==> src/rtl/pm_clock_pkg.sv <==
// Package with types and constants for the power mode clock selector
package pm_clock_pkg;

    // ****************************************
    // Timing
    // ****************************************
    localparam int CLK_PERIOD_NS = 4;          // 250 MHz system clock
    localparam int WAKE_HOLD_NS = 10000;       // CPU hold-off after an idle wake
    localparam int WAKE_HOLD_CYC = (WAKE_HOLD_NS + CLK_PERIOD_NS - 1) / CLK_PERIOD_NS;
    localparam int SWITCH_TICKS = 8;           // New-source periods counted per switch
    localparam int CNT_W = 12;

    // ****************************************
    // Control field layout and reset values
    // ****************************************
    localparam logic RST_IDLE_ENABLE = 1'h0;
    localparam logic [1:0] RST_SOURCE_SELECT = 2'h0;
    localparam logic [1:0] SEL_PRIMARY = 2'h0;
    localparam logic [1:0] SEL_SECONDARY = 2'h1;

    // ****************************************
    // Enumerations
    // ****************************************
    typedef enum logic [5:0] {
        ST_RUN    = 6'h01,
        ST_SWITCH = 6'h02,
        ST_IDLE   = 6'h04,
        ST_HOLD   = 6'h08,
        ST_SLEEP  = 6'h10,
        ST_SLWAKE = 6'h20
    } pm_state_e;

    typedef enum logic [1:0] {
        SRC_PRI = 2'h0,
        SRC_SEC = 2'h1,
        SRC_INT = 2'h2
    } clk_src_e;

    // ****************************************
    // Carriers
    // ****************************************
    typedef struct packed {
        logic idle_enable;
        logic [1:0] clock_source_select;
    } osc_ctrl_s;

    typedef struct packed {
        logic primary_active_flag;
        logic internal_stable_flag;
        logic secondary_active_flag;
    } clk_status_s;

    typedef struct packed {
        logic pri;
        logic sec;
        logic intl;
    } src_tick_s;

endpackage

==> src/rtl/power_mode_clock_select.sv <==
// Power mode controller with glitch-free clock source selection
module power_mode_clock_select
    import pm_clock_pkg::*;
#(
    parameter int SWITCH_COUNT = SWITCH_TICKS
) (
    // Clock and reset
    input wire logic CLOCK_I,
    input wire logic RSTN_I,
    // Software control
    input wire logic CTRL_WR_I,
    input wire osc_ctrl_s CTRL_WDATA_I,
    input wire logic SECONDARY_OSC_ENABLE_I,
    input wire logic TWO_SPEED_I,
    input wire logic PRI_IS_INTERNAL_I,
    // CPU events
    input wire logic SLEEP_I,
    input wire logic IRQ_I,
    input wire logic WDT_TIMEOUT_I,
    // Oscillator sources
    input wire logic PRI_READY_I,
    input wire logic INT_STABLE_I,
    input wire src_tick_s SRC_TICK_I,
    // Control readback and status
    output osc_ctrl_s CTRL_O,
    output clk_status_s STATUS_O,
    output pm_state_e MODE_O,
    // Clock gating, oscillator control and watchdog reset
    output clk_src_e CLK_SRC_O,
    output logic CPU_CLK_EN_O,
    output logic PERIPH_CLK_EN_O,
    output logic PRI_OSC_EN_O,
    output logic WDT_RESET_O
);

    // ****************************************
    // State
    // ****************************************
    typedef struct packed {
        pm_state_e st;
        clk_src_e src;
        clk_src_e tgt_src;
        logic tgt_idle;
        logic ret;
        logic [CNT_W-1:0] cnt;
        osc_ctrl_s ctrl;
        clk_status_s flags;
        logic cpu_en;
        logic per_en;
        logic pri_en;
        logic wdt_rst;
    } pm_s;

    pm_s q_r;
    pm_s q_nxt;
    clk_src_e sel_src;
    logic tgt_tick;
    logic running;

    // Decode of the select field; the low bit means nothing once bit 1 is set
    always_comb begin
        if (q_r.ctrl.clock_source_select[1]) begin
            sel_src = SRC_INT;
        end else if (q_r.ctrl.clock_source_select == SEL_SECONDARY) begin
            sel_src = SRC_SEC;
        end else begin
            sel_src = SRC_PRI;
        end
    end

    // Tick of the source being switched to
    always_comb begin
        case (q_r.tgt_src)
            SRC_PRI: tgt_tick = SRC_TICK_I.pri;
            SRC_SEC: tgt_tick = SRC_TICK_I.sec;
            default: tgt_tick = SRC_TICK_I.intl;
        endcase
    end

    // Next state of the whole controller
    always_comb begin
        q_nxt = q_r;
        q_nxt.wdt_rst = 1'b0;
        running = 1'b0;
        // Software writes only touch the idle enable and select bits, never the active mode
        if (CTRL_WR_I) begin
            q_nxt.ctrl.idle_enable = CTRL_WDATA_I.idle_enable;
            q_nxt.ctrl.clock_source_select[1] = CTRL_WDATA_I.clock_source_select[1];
            if (SECONDARY_OSC_ENABLE_I || !CTRL_WDATA_I.clock_source_select[0]) begin
                q_nxt.ctrl.clock_source_select[0] = CTRL_WDATA_I.clock_source_select[0];
            end
        end
        case (q_r.st)
            ST_RUN: begin
                if (WDT_TIMEOUT_I) begin
                    q_nxt.wdt_rst = 1'b1;
                end else if (SLEEP_I) begin
                    if (!q_r.ctrl.idle_enable && q_r.ctrl.clock_source_select == SEL_PRIMARY) begin
                        q_nxt.st = ST_SLEEP;
                        q_nxt.ret = 1'b0;
                    end else if (sel_src != q_r.src) begin
                        q_nxt.st = ST_SWITCH;
                        q_nxt.tgt_src = sel_src;
                        q_nxt.tgt_idle = q_r.ctrl.idle_enable;
                        q_nxt.cnt = '0;
                        q_nxt.ret = 1'b0;
                    end else if (q_r.ctrl.idle_enable) begin
                        q_nxt.st = ST_IDLE;
                        q_nxt.ret = 1'b0;
                    end
                end else if (q_r.src != SRC_PRI && (q_r.ret || IRQ_I) && PRI_READY_I) begin
                    // Primary became ready after a wake: return to it automatically
                    q_nxt.st = ST_SWITCH;
                    q_nxt.tgt_src = SRC_PRI;
                    q_nxt.tgt_idle = 1'b0;
                    q_nxt.cnt = '0;
                    q_nxt.ret = 1'b0;
                end else if (q_r.src != SRC_PRI && IRQ_I) begin
                    q_nxt.ret = 1'b1;
                end
            end
            ST_SWITCH: begin
                // Clocks stay off while whole periods of the new source are counted
                if (tgt_tick) begin
                    q_nxt.cnt = q_r.cnt + 1'b1;
                end
                if (tgt_tick && q_r.cnt == CNT_W'(SWITCH_COUNT - 1)) begin
                    q_nxt.src = q_r.tgt_src;
                    q_nxt.st = q_r.tgt_idle ? ST_IDLE : ST_RUN;
                end
            end
            ST_IDLE: begin
                // Only an interrupt or watchdog time-out ends an idle mode
                if (IRQ_I || WDT_TIMEOUT_I) begin
                    q_nxt.st = ST_HOLD;
                    q_nxt.cnt = '0;
                end
            end
            ST_HOLD: begin
                // Peripherals keep running while the CPU gets ready
                q_nxt.cnt = q_r.cnt + 1'b1;
                if (q_r.cnt == CNT_W'(WAKE_HOLD_CYC - 1)) begin
                    q_nxt.st = ST_RUN;
                    q_nxt.ret = (q_r.src != SRC_PRI);
                end
            end
            ST_SLEEP: begin
                if (IRQ_I || WDT_TIMEOUT_I) begin
                    q_nxt.st = ST_SLWAKE;
                    q_nxt.src = TWO_SPEED_I ? SRC_INT : SRC_PRI;
                end
            end
            ST_SLWAKE: begin
                // Either unclocked or on the internal block until primary is up
                if (PRI_READY_I) begin
                    if (q_r.src == SRC_PRI) begin
                        q_nxt.st = ST_RUN;
                    end else begin
                        q_nxt.st = ST_SWITCH;
                        q_nxt.tgt_src = SRC_PRI;
                        q_nxt.tgt_idle = 1'b0;
                        q_nxt.cnt = '0;
                    end
                end
            end
            default: begin
                q_nxt.st = ST_SLWAKE;
            end
        endcase
        // Gates and oscillator enable follow the next state
        case (q_nxt.st)
            ST_RUN: begin
                q_nxt.cpu_en = 1'b1;
                q_nxt.per_en = 1'b1;
                running = 1'b1;
            end
            ST_IDLE, ST_HOLD: begin
                q_nxt.cpu_en = 1'b0;
                q_nxt.per_en = 1'b1;
                running = 1'b1;
            end
            ST_SLWAKE: begin
                q_nxt.cpu_en = TWO_SPEED_I && q_nxt.src == SRC_INT;
                q_nxt.per_en = q_nxt.cpu_en;
                running = q_nxt.cpu_en;
            end
            default: begin
                q_nxt.cpu_en = 1'b0;
                q_nxt.per_en = 1'b0;
            end
        endcase
        // Primary runs outside sleep when it is the source or is being brought back
        q_nxt.pri_en = (q_nxt.st != ST_SLEEP) && (q_nxt.src == SRC_PRI || q_nxt.ret
            || q_nxt.st == ST_SLWAKE
            || (q_nxt.st == ST_SWITCH && q_nxt.tgt_src == SRC_PRI));
        // Flags are held through a switch so software never sees a half state
        if (q_nxt.st != ST_SWITCH) begin
            q_nxt.flags.primary_active_flag = running && q_nxt.src == SRC_PRI;
            q_nxt.flags.secondary_active_flag = running && q_nxt.src == SRC_SEC;
            q_nxt.flags.internal_stable_flag = running && INT_STABLE_I
                && (q_nxt.src == SRC_INT || (q_nxt.src == SRC_PRI && PRI_IS_INTERNAL_I));
        end
    end

    // One register for all controller state
    always_ff @(posedge CLOCK_I) begin
        if (!RSTN_I) begin
            q_r <= '{st: ST_SLWAKE, src: SRC_PRI, tgt_src: SRC_PRI, tgt_idle: 1'b0,
                ret: 1'b0, cnt: '0,
                ctrl: '{idle_enable: RST_IDLE_ENABLE,
                    clock_source_select: RST_SOURCE_SELECT},
                flags: '0, cpu_en: 1'b0, per_en: 1'b0, pri_en: 1'b1, wdt_rst: 1'b0};
        end else begin
            q_r <= q_nxt;
        end
    end

    // Outputs straight from the state register
    assign CTRL_O = q_r.ctrl;
    assign STATUS_O = q_r.flags;
    assign MODE_O = q_r.st;
    assign CLK_SRC_O = q_r.src;
    assign CPU_CLK_EN_O = q_r.cpu_en;
    assign PERIPH_CLK_EN_O = q_r.per_en;
    assign PRI_OSC_EN_O = q_r.pri_en;
    assign WDT_RESET_O = q_r.wdt_rst;
endmodule

==> config.mk <==
export PLATFORM = sky130hd
export DESIGN_NAME = power_mode_clock_select
export DESIGN_NICKNAME = d
export VERILOG_FILES = /design/src/rtl/pm_clock_pkg.sv /design/src/rtl/power_mode_clock_select.sv
export SDC_FILE = /design/constraint.sdc
export NUM_CORES = 1
export LEC_CHECK = 0
export ABC_AREA = 1
export BUFFER_PORTS_ARGS = -buffer_cell sky130_fd_sc_hd__buf_2
export CORE_MARGIN = 5
export CORE_UTILIZATION = 58
export CTS_BUF_LIST = sky130_fd_sc_hd__clkbuf_8
export DETAILED_ROUTE_END_ITERATION = 10
export PLACE_DENSITY = 0.81
export SYNTH_ARGS = -nofsm -noshare
export SYNTH_HDL_FRONTEND = slang
export SYNTH_SLANG_ARGS = --single-unit
==> constraint.sdc <==
create_clock -name CLOCK_I -period 2.2 [get_ports CLOCK_I]
set_clock_uncertainty 0.2 [all_clocks]
set_input_delay 0.11 -clock CLOCK_I [delete_from_list [all_inputs] [get_ports CLOCK_I]]
set_output_delay 0.11 -clock CLOCK_I [all_outputs]
set_load 0.02 [all_outputs]
==> results of run 1 <==
==> power by group <==
group	switching, mW	total (mW)	internal [mW]
logic	0.262	0.416	0.154
registers	0.0249	0.673	0.648
clock network	0.223	0.553	0.329
total	0.510	1.64	1.13
==> cell type report <==
| cell class | count | area (um2) | share of cell area, % |
|---|---|---|---|
| inverter | 48 | 180 | 6.52 |
| clock buffer | 5 | 68.8 | 2.49 |
| tap | 50 | 62.6 | 2.26 |
| timing repair buffer | 54 | 348 | 12.6 |
| clock inverter | 3 | 37.5 | 1.36 |
| sequential | 34 | 682 | 24.7 |
| multi-input combinational | 275 | 1390 | 50.1 |
==> sequential cells by signal, summed over array words and instances, names as in the netlist <==
register / flops
PRI_OSC_EN_O: 1
CTRL_O: 3
WDT_RESET_O: 1
MODE_O: 6
CPU_CLK_EN_O: 1
STATUS_O: 3
CLK_SRC_O: 2
PERIPH_CLK_EN_O: 1
q_r: 16
==> kinds of logic (layout without fill, tap and decap cells) <==
| kind of cell | after synthesis | after routing | share of synthesized area [%] |
|---|---|---|---|
| simple gates | 227 | 227 | 45.0 |
| buf+inv | 66 | 110 | 13.1 |
| compound gates | 39 | 39 | 9.13 |
| flops | 34 | 34 | 28.9 |
| xor+xnor | 8 | 8 | 3.29 |
| fa+ha+maj | 1 | 1 | 0.531 |
==> metrics by stage <==
| stage | setup WS, ns | utilization (%) | TNS, ns |
|---|---|---|---|
| floorplan | 0.211 | - | 0 |
| global placement | 0.232 | 63.5 | 0 |
| detailed placement | 0.0956 | 63.5 | 0 |
| CTS | 0.0837 | 68.9 | 0 |
| global route | -0.0222 | 69.6 | -0.0611 |
| finish | 0.0699 | 69.6 | 0 |
==> cell usage after synthesis (all sizes together) <==
cell and instances:
nor3 10, nand3b 2, o21a 1, nor3b 1, ha 1, clkinv 1, xnor2 2, xor2 6
o22ai 1, or2 2, clkbuf 3, o21bai 1, o211ai 2, nor2 57, buf 15, nand2 108
dfxtp 34, o21ai 12, a31oi 1, a21oi 21, inv 47, nand3 34, nand4 13
==> metal layers <==
metal,track usage (%),vias up,part of all wire [%]
li1,-,1273,-
met1,27.0,1133,39
met2,43.6,95,52
met3,6.16,19,5.9
met4,11.5,0,2.9
met5,0,-,0
==> what timing repair did <==
item,in CTS,in global routing
buffers inserted,0,1
endpoints found under the hold margin,8,0
endpoints found under the setup margin,0,4
hold buffers,11,0
gates resized for setup,0,7
==> tightest hold or removal path, cell delays in order <==
cell     delay [ns]
buf_2          0.13
nand2_1        0.06
inv_1          0.05
nand3_1        0.08
a21oi_1        0.07
==> path summary, 6_finish.rpt <==
kind | endpoint | slack [ns] | cells after the start
worst min-delay path | q_r[25] | 0.07 | 5
worst max register to register | PRI_OSC_EN_O | 0.07 | 13
worst max-delay path | PRI_OSC_EN_O | 0.07 | 13
worst min register to register | STATUS_O[1] | 0.25 | 2
==> placed cells by master, fill, tap and decap left out, drive strengths merged <==
cell type,n
nand2,108
nor2,57
inv,49
buf,43
dfxtp,34
nand3,34
a21oi,21
nand4,13
o21ai,12
dlygate4sd3,11
nor3,10
xor2,6
clkbuf,5
o211ai,2
nand3b,2
xnor2,2
or2,2
clkinv,1
o21bai,1
o22ai,1
o21a,1
a31oi,1
nor3b,1
ha,1
bufinv,1
==> flow_metrics.env, run 1 <==
export IMPL_status="finished, final reports clean"
export IMPL_path_clk_slew_ns=0.07
export IMPL_yosys_warnings=0
export IMPL_coreArea_mm2=0.00397
export IMPL_totalWireLength_mm=6.19
export IMPL_cp_top_family="simple AND/OR/NAND/NOR gates"
export IMPL_ant_nets=0
export IMPL_drtIter0Drc=140
export IMPL_num_rows=23
export IMPL_crit_path_cell_trace="ha_1 > nand2_1 > inv_1 > nand2_1 > nor2_2 > nand3_2 > o21a_1 > nand2_2 > nand2_1 > nand2_1 > nand3_1 > nor2_1 > nor2_1"
export IMPL_period_minus_slack_ns=2.13
export IMPL_dp_cells=449
export IMPL_ios=35
export IMPL_ys_seq_elements=34
export IMPL_die_height_um=73.7
export IMPL_fmax_ghz=0.469
export IMPL_diodes=0
export IMPL_avgSynthCellArea_um2=6.28
export IMPL_cts_root_buf="clkbuf_8"
export IMPL_slowest_delay_ns=0.36
export IMPL_worst_slew_pin_slew_ns=0.299
export IMPL_htree_num_levels=2
export IMPL_hp_start="SLEEP_I"
export IMPL_required_ns=2.18
export IMPL_setup_viol=0
export IMPL_total_power_mw=1.64
export IMPL_hold_ws_ns=0.0709
export IMPL_ir_worst_vdd_mv=0.443
export IMPL_yosysTopAreaCellShare_pct=28.9
export IMPL_start_util_pct=59.3
export IMPL_drtPass1Iterations=5
export IMPL_num_vias=2520
export IMPL_final_area_mm2=0.00276
export IMPL_crit_path_frequent_cell="nand2_1"
export IMPL_slowest_stage="dfxtp_1"
export IMPL_drc=0
export IMPL_die_area_mm2=0.00544
export IMPL_wl_per_cell_um=13.2
export IMPL_fp_dieW_um=73.7
export IMPL_pwr_density_cell_mw_per_mm2=594
export IMPL_cts_path_max_buffers=2
export IMPL_start_kind="flip-flop"
export IMPL_antenna_found_initial=0
export IMPL_grt_overflow=0
export IMPL_endpoint_kind="flip-flop"
export IMPL_place_area_mm2=0.00252
export IMPL_drv_slew=0
export IMPL_path_max_fanout=5
export IMPL_timing_rr_start="q_r[11]"
export IMPL_worstPathArrival_ns=2.11
export IMPL_nets=436
export IMPL_hold_violations=0
export IMPL_fin_crit_sh_pct=96.8
export IMPL_io_buffer_count=34
export IMPL_fin_cells=469
export IMPL_ys_types=36
export IMPL_syn_area_mm2=0.00236
export IMPL_p_leak_nw=1.31
export IMPL_drv_cap=0
export IMPL_grt_max_degree=13
export IMPL_grt_usage_pct=24.5
export IMPL_synth_cells=375
export IMPL_hold_path_class="in -> reg"
export IMPL_worstSetupStartpoint="q_r[11]"
export IMPL_dp_hpwl_mm=4.74
export IMPL_path_class="reg -> reg"
export IMPL_grt_pass1_vias=2432
export IMPL_routabilityCongestion=0.960
export IMPL_fill_cells=343
export IMPL_synth_area_top_cells="dfxtp_1, nand2_1, nor2_1"
export IMPL_area_growth_pct=17.3
export IMPL_clk_latency_ns=0.29
export IMPL_clock_sinks=34
export IMPL_yosysTopAreaCell="dfxtp_1"
export IMPL_slew_headroom_pct=79.9
export IMPL_numCtsBuffers=5
export IMPL_synth_nets=393
export IMPL_cp_num_buf_inv=1
export IMPL_vias_per_cell=5.37
export IMPL_grt_pass1_wl_mm=10.4
export IMPL_drive_gt1_share_pct=20.3
export IMPL_cts_tree="built"
export IMPL_ys_seq_area_share_pct=28.9
(Power assumes the default switching activity.)
==> inputs of run 2 (changes only) <==
--- a/config.mk
+++ b/config.mk
@@ -12,6 +12,7 @@
 export CTS_BUF_LIST = sky130_fd_sc_hd__clkbuf_8
 export DETAILED_ROUTE_END_ITERATION = 10
 export PLACE_DENSITY = 0.81
+export REMOVE_ABC_BUFFERS = 1
 export SYNTH_ARGS = -nofsm -noshare
 export SYNTH_HDL_FRONTEND = slang
 export SYNTH_SLANG_ARGS = --single-unit
==> run 2 against run 1 <==
  * Clock power rose by 31%
  * Die area did not move
  * Sequential share of layout area fell by 0.69 points
  * Total power rose by 11%
  * First-iteration DRC count fell by 21%
  * Utilization rose by 2.1 points
  * Worst hold slack got worse by 0.034 ns
  * Combinational power rose by 2%
  * Largest power group is now the clock network
==> flow_metrics.env, run 2 (synthesized netlist as in run 1, its figures left out) <==
export IMPL_diodes=0
export IMPL_fill_cells=316
export IMPL_grt_max_degree=15
export IMPL_fp_dieW_um=73.7
export IMPL_endpoint_kind="flip-flop"
export IMPL_antenna_found_initial=0
export IMPL_dp_hpwl_mm=4.50
export IMPL_period_minus_slack_ns=2.15
export IMPL_ios=35
export IMPL_power_frac_clock_pct=39.7
export IMPL_crit_path_frequent_cell="dlygate4sd3_1"
export IMPL_routabilityCongestion=0.972
export IMPL_setup_viol=0
export IMPL_required_ns=2.23
export IMPL_clk_latency_ns=0.29
export IMPL_largest_register_ffs=16
export IMPL_power_frac_comb_pct=23.3
export IMPL_die_height_um=73.7
export IMPL_hold_path_class="in -> reg"
export IMPL_path_class="in -> reg"
export IMPL_worstPathArrival_ns=2.18
export IMPL_intPower_mw=1.29
export IMPL_fin_setup_tns_ns=0
export IMPL_num_vias=2545
export IMPL_p_leak_nw=1.34
export IMPL_drive_gt1_share_pct=21.0
export IMPL_cp_num_buf_inv=4
export IMPL_path_clk_slew_ns=0.07
export IMPL_drv_slew=0
export IMPL_htree_num_levels=2
export IMPL_switching_share_pct=29.3
export IMPL_total_power_mw=1.82
export IMPL_path_max_fanout=10
export IMPL_regMostFlops="q_r"
export IMPL_grt_pass1_wl_mm=10.1
export IMPL_power_switching_mw=0.535
export IMPL_slowest_stage="dlygate4sd3_1"
export IMPL_coreArea_mm2=0.00397
export IMPL_ff2ff_setup_slack_ns=0.16
export IMPL_crit_path_cell_trace="dlygate4sd3_1 > buf_6 > o21ai_0 > dlygate4sd3_1 > a21oi_1 > dlygate4sd3_1"
export IMPL_io_buffer_count=34
export IMPL_status="finished, final reports clean"
export IMPL_worstSetupStartpoint="RSTN_I"
export IMPL_r2r_end="q_r[14]"
export IMPL_vias_per_cell=5.38
export IMPL_hp_start="SLEEP_I"
export IMPL_cts_path_max_buffers=2
export IMPL_die_area_mm2=0.00544
export IMPL_pwr_density_cell_mw_per_mm2=640
export IMPL_start_kind="input port"
export IMPL_timing_rr_start="MODE_O[5]"
export IMPL_nets=440
export IMPL_worst_slew_pin_slew_ns=0.328
export IMPL_wl_per_cell_um=13.0
export IMPL_fin_crit_sh_pct=97.7
export IMPL_cts_root_buf="clkbuf_8"
export IMPL_ant_nets=0
export IMPL_grt_usage_pct=23.9
export IMPL_slew_headroom_pct=78.0
export IMPL_drtPass1Iterations=5
export IMPL_fmax_ghz=0.465
export IMPL_power_frac_seq_pct=37.1
export IMPL_hold_violations=0
export IMPL_final_cell_mix="nand2_1, inv_1, nor2_1, buf_2, dfxtp_1"
export IMPL_grt_overflow=0
export IMPL_totalWireLength_mm=6.15
export IMPL_cts_tree="built"
export IMPL_drtIter0Drc=110
export IMPL_numCtsBuffers=5
export IMPL_clock_sinks=34
export IMPL_cp_top_family="buffers and inverters"
export IMPL_area_growth_pct=20.9
export IMPL_start_util_pct=59.3
export IMPL_grt_pass1_vias=2334
export IMPL_layout_commonest_cell="nand2_1"
export IMPL_reg2regPathDepth=10
export IMPL_holdPathEnd="q_r[25]"
export IMPL_slowest_delay_ns=0.58
export IMPL_drv_cap=0
export IMPL_drc=0
export IMPL_num_rows=23
export IMPL_ir_worst_vdd_mv=0.472
export IMPL_hold_depth=5
==> run 2: repair_timing <==
action                                 CTS  global route
buffers inserted                         0             2
hold buffers                            14             0
resized for setup                        0            11
endpoints found under the hold margin   10             0
setup endpoints to repair                0            10
==> run 2: worst max path at each step <==
stage          depth (start not counted)           to
6_report                               6    CTRL_O[1]
5_1_grt                               14  STATUS_O[0]
4_1_cts                                6    CTRL_O[1]
3_5_place_dp                          13  STATUS_O[0]
3_3_place_gp                          13      q_r[12]
2_1_floorplan                         13      q_r[12]
==> run 2: through the flow <==
stage | instances | area (um2) | setup WS (ns) | hold slack [ns] | utilization, %
finish | 473 | 2850 | 0.0503 | 0.0368 | 71.7
global route | 473 | 2850 | -0.0226 | 0.0630 | 71.7
CTS | 471 | 2800 | 0.0615 | 0.0307 | 70.6
detailed placement | 449 | 2520 | 0.152 | 0.176 | 63.5
global placement | 449 | 2520 | 0.233 | 0.166 | 63.5
floorplan | 357 | 2230 | 0.187 | -0.000820 | -
==> run 2: power groups by stage <==
stage | sequential [mW] | clock (mW) | combinational [mW]
global route | 0.679 | 0.758 | 0.466
detailed placement | 0.687 | 0 | 0.380
finish | 0.675 | 0.723 | 0.424
global placement | 0.686 | 0 | 0.376
CTS | 0.673 | 0.731 | 0.405
floorplan | 0.711 | 0 | 0.237
==> run 2: cell type report <==
| type | count | area (um2) | area share, % |
|---|---|---|---|
| clock buffer | 6 | 82.6 | 2.90 |
| clock inverter | 2 | 60.1 | 2.11 |
| inverter | 48 | 180 | 6.32 |
| multi-input combinational | 275 | 1390 | 48.7 |
| sequential | 34 | 683 | 24.0 |
| tap | 50 | 62.6 | 2.20 |
| timing repair buffer | 58 | 392 | 13.7 |
==> run 2: metal layers <==
metal | track usage [%] | wire [um] | vias to the layer above
met5 | 0 | 0 | -
met4 | 13.7 | 193 | 0
met3 | 5.34 | 371 | 19
met2 | 41.5 | 3100 | 90
met1 | 26.5 | 2490 | 1152
li1 | - | - | 1284
==> run 2: worst min-delay path: cells and delay by family <==
| family | cells | cell delay [ns] |
|---|---|---|
| buf+inv | 2 | 0.17 |
| simple gates | 2 | 0.14 |
| compound gates | 1 | 0.06 |
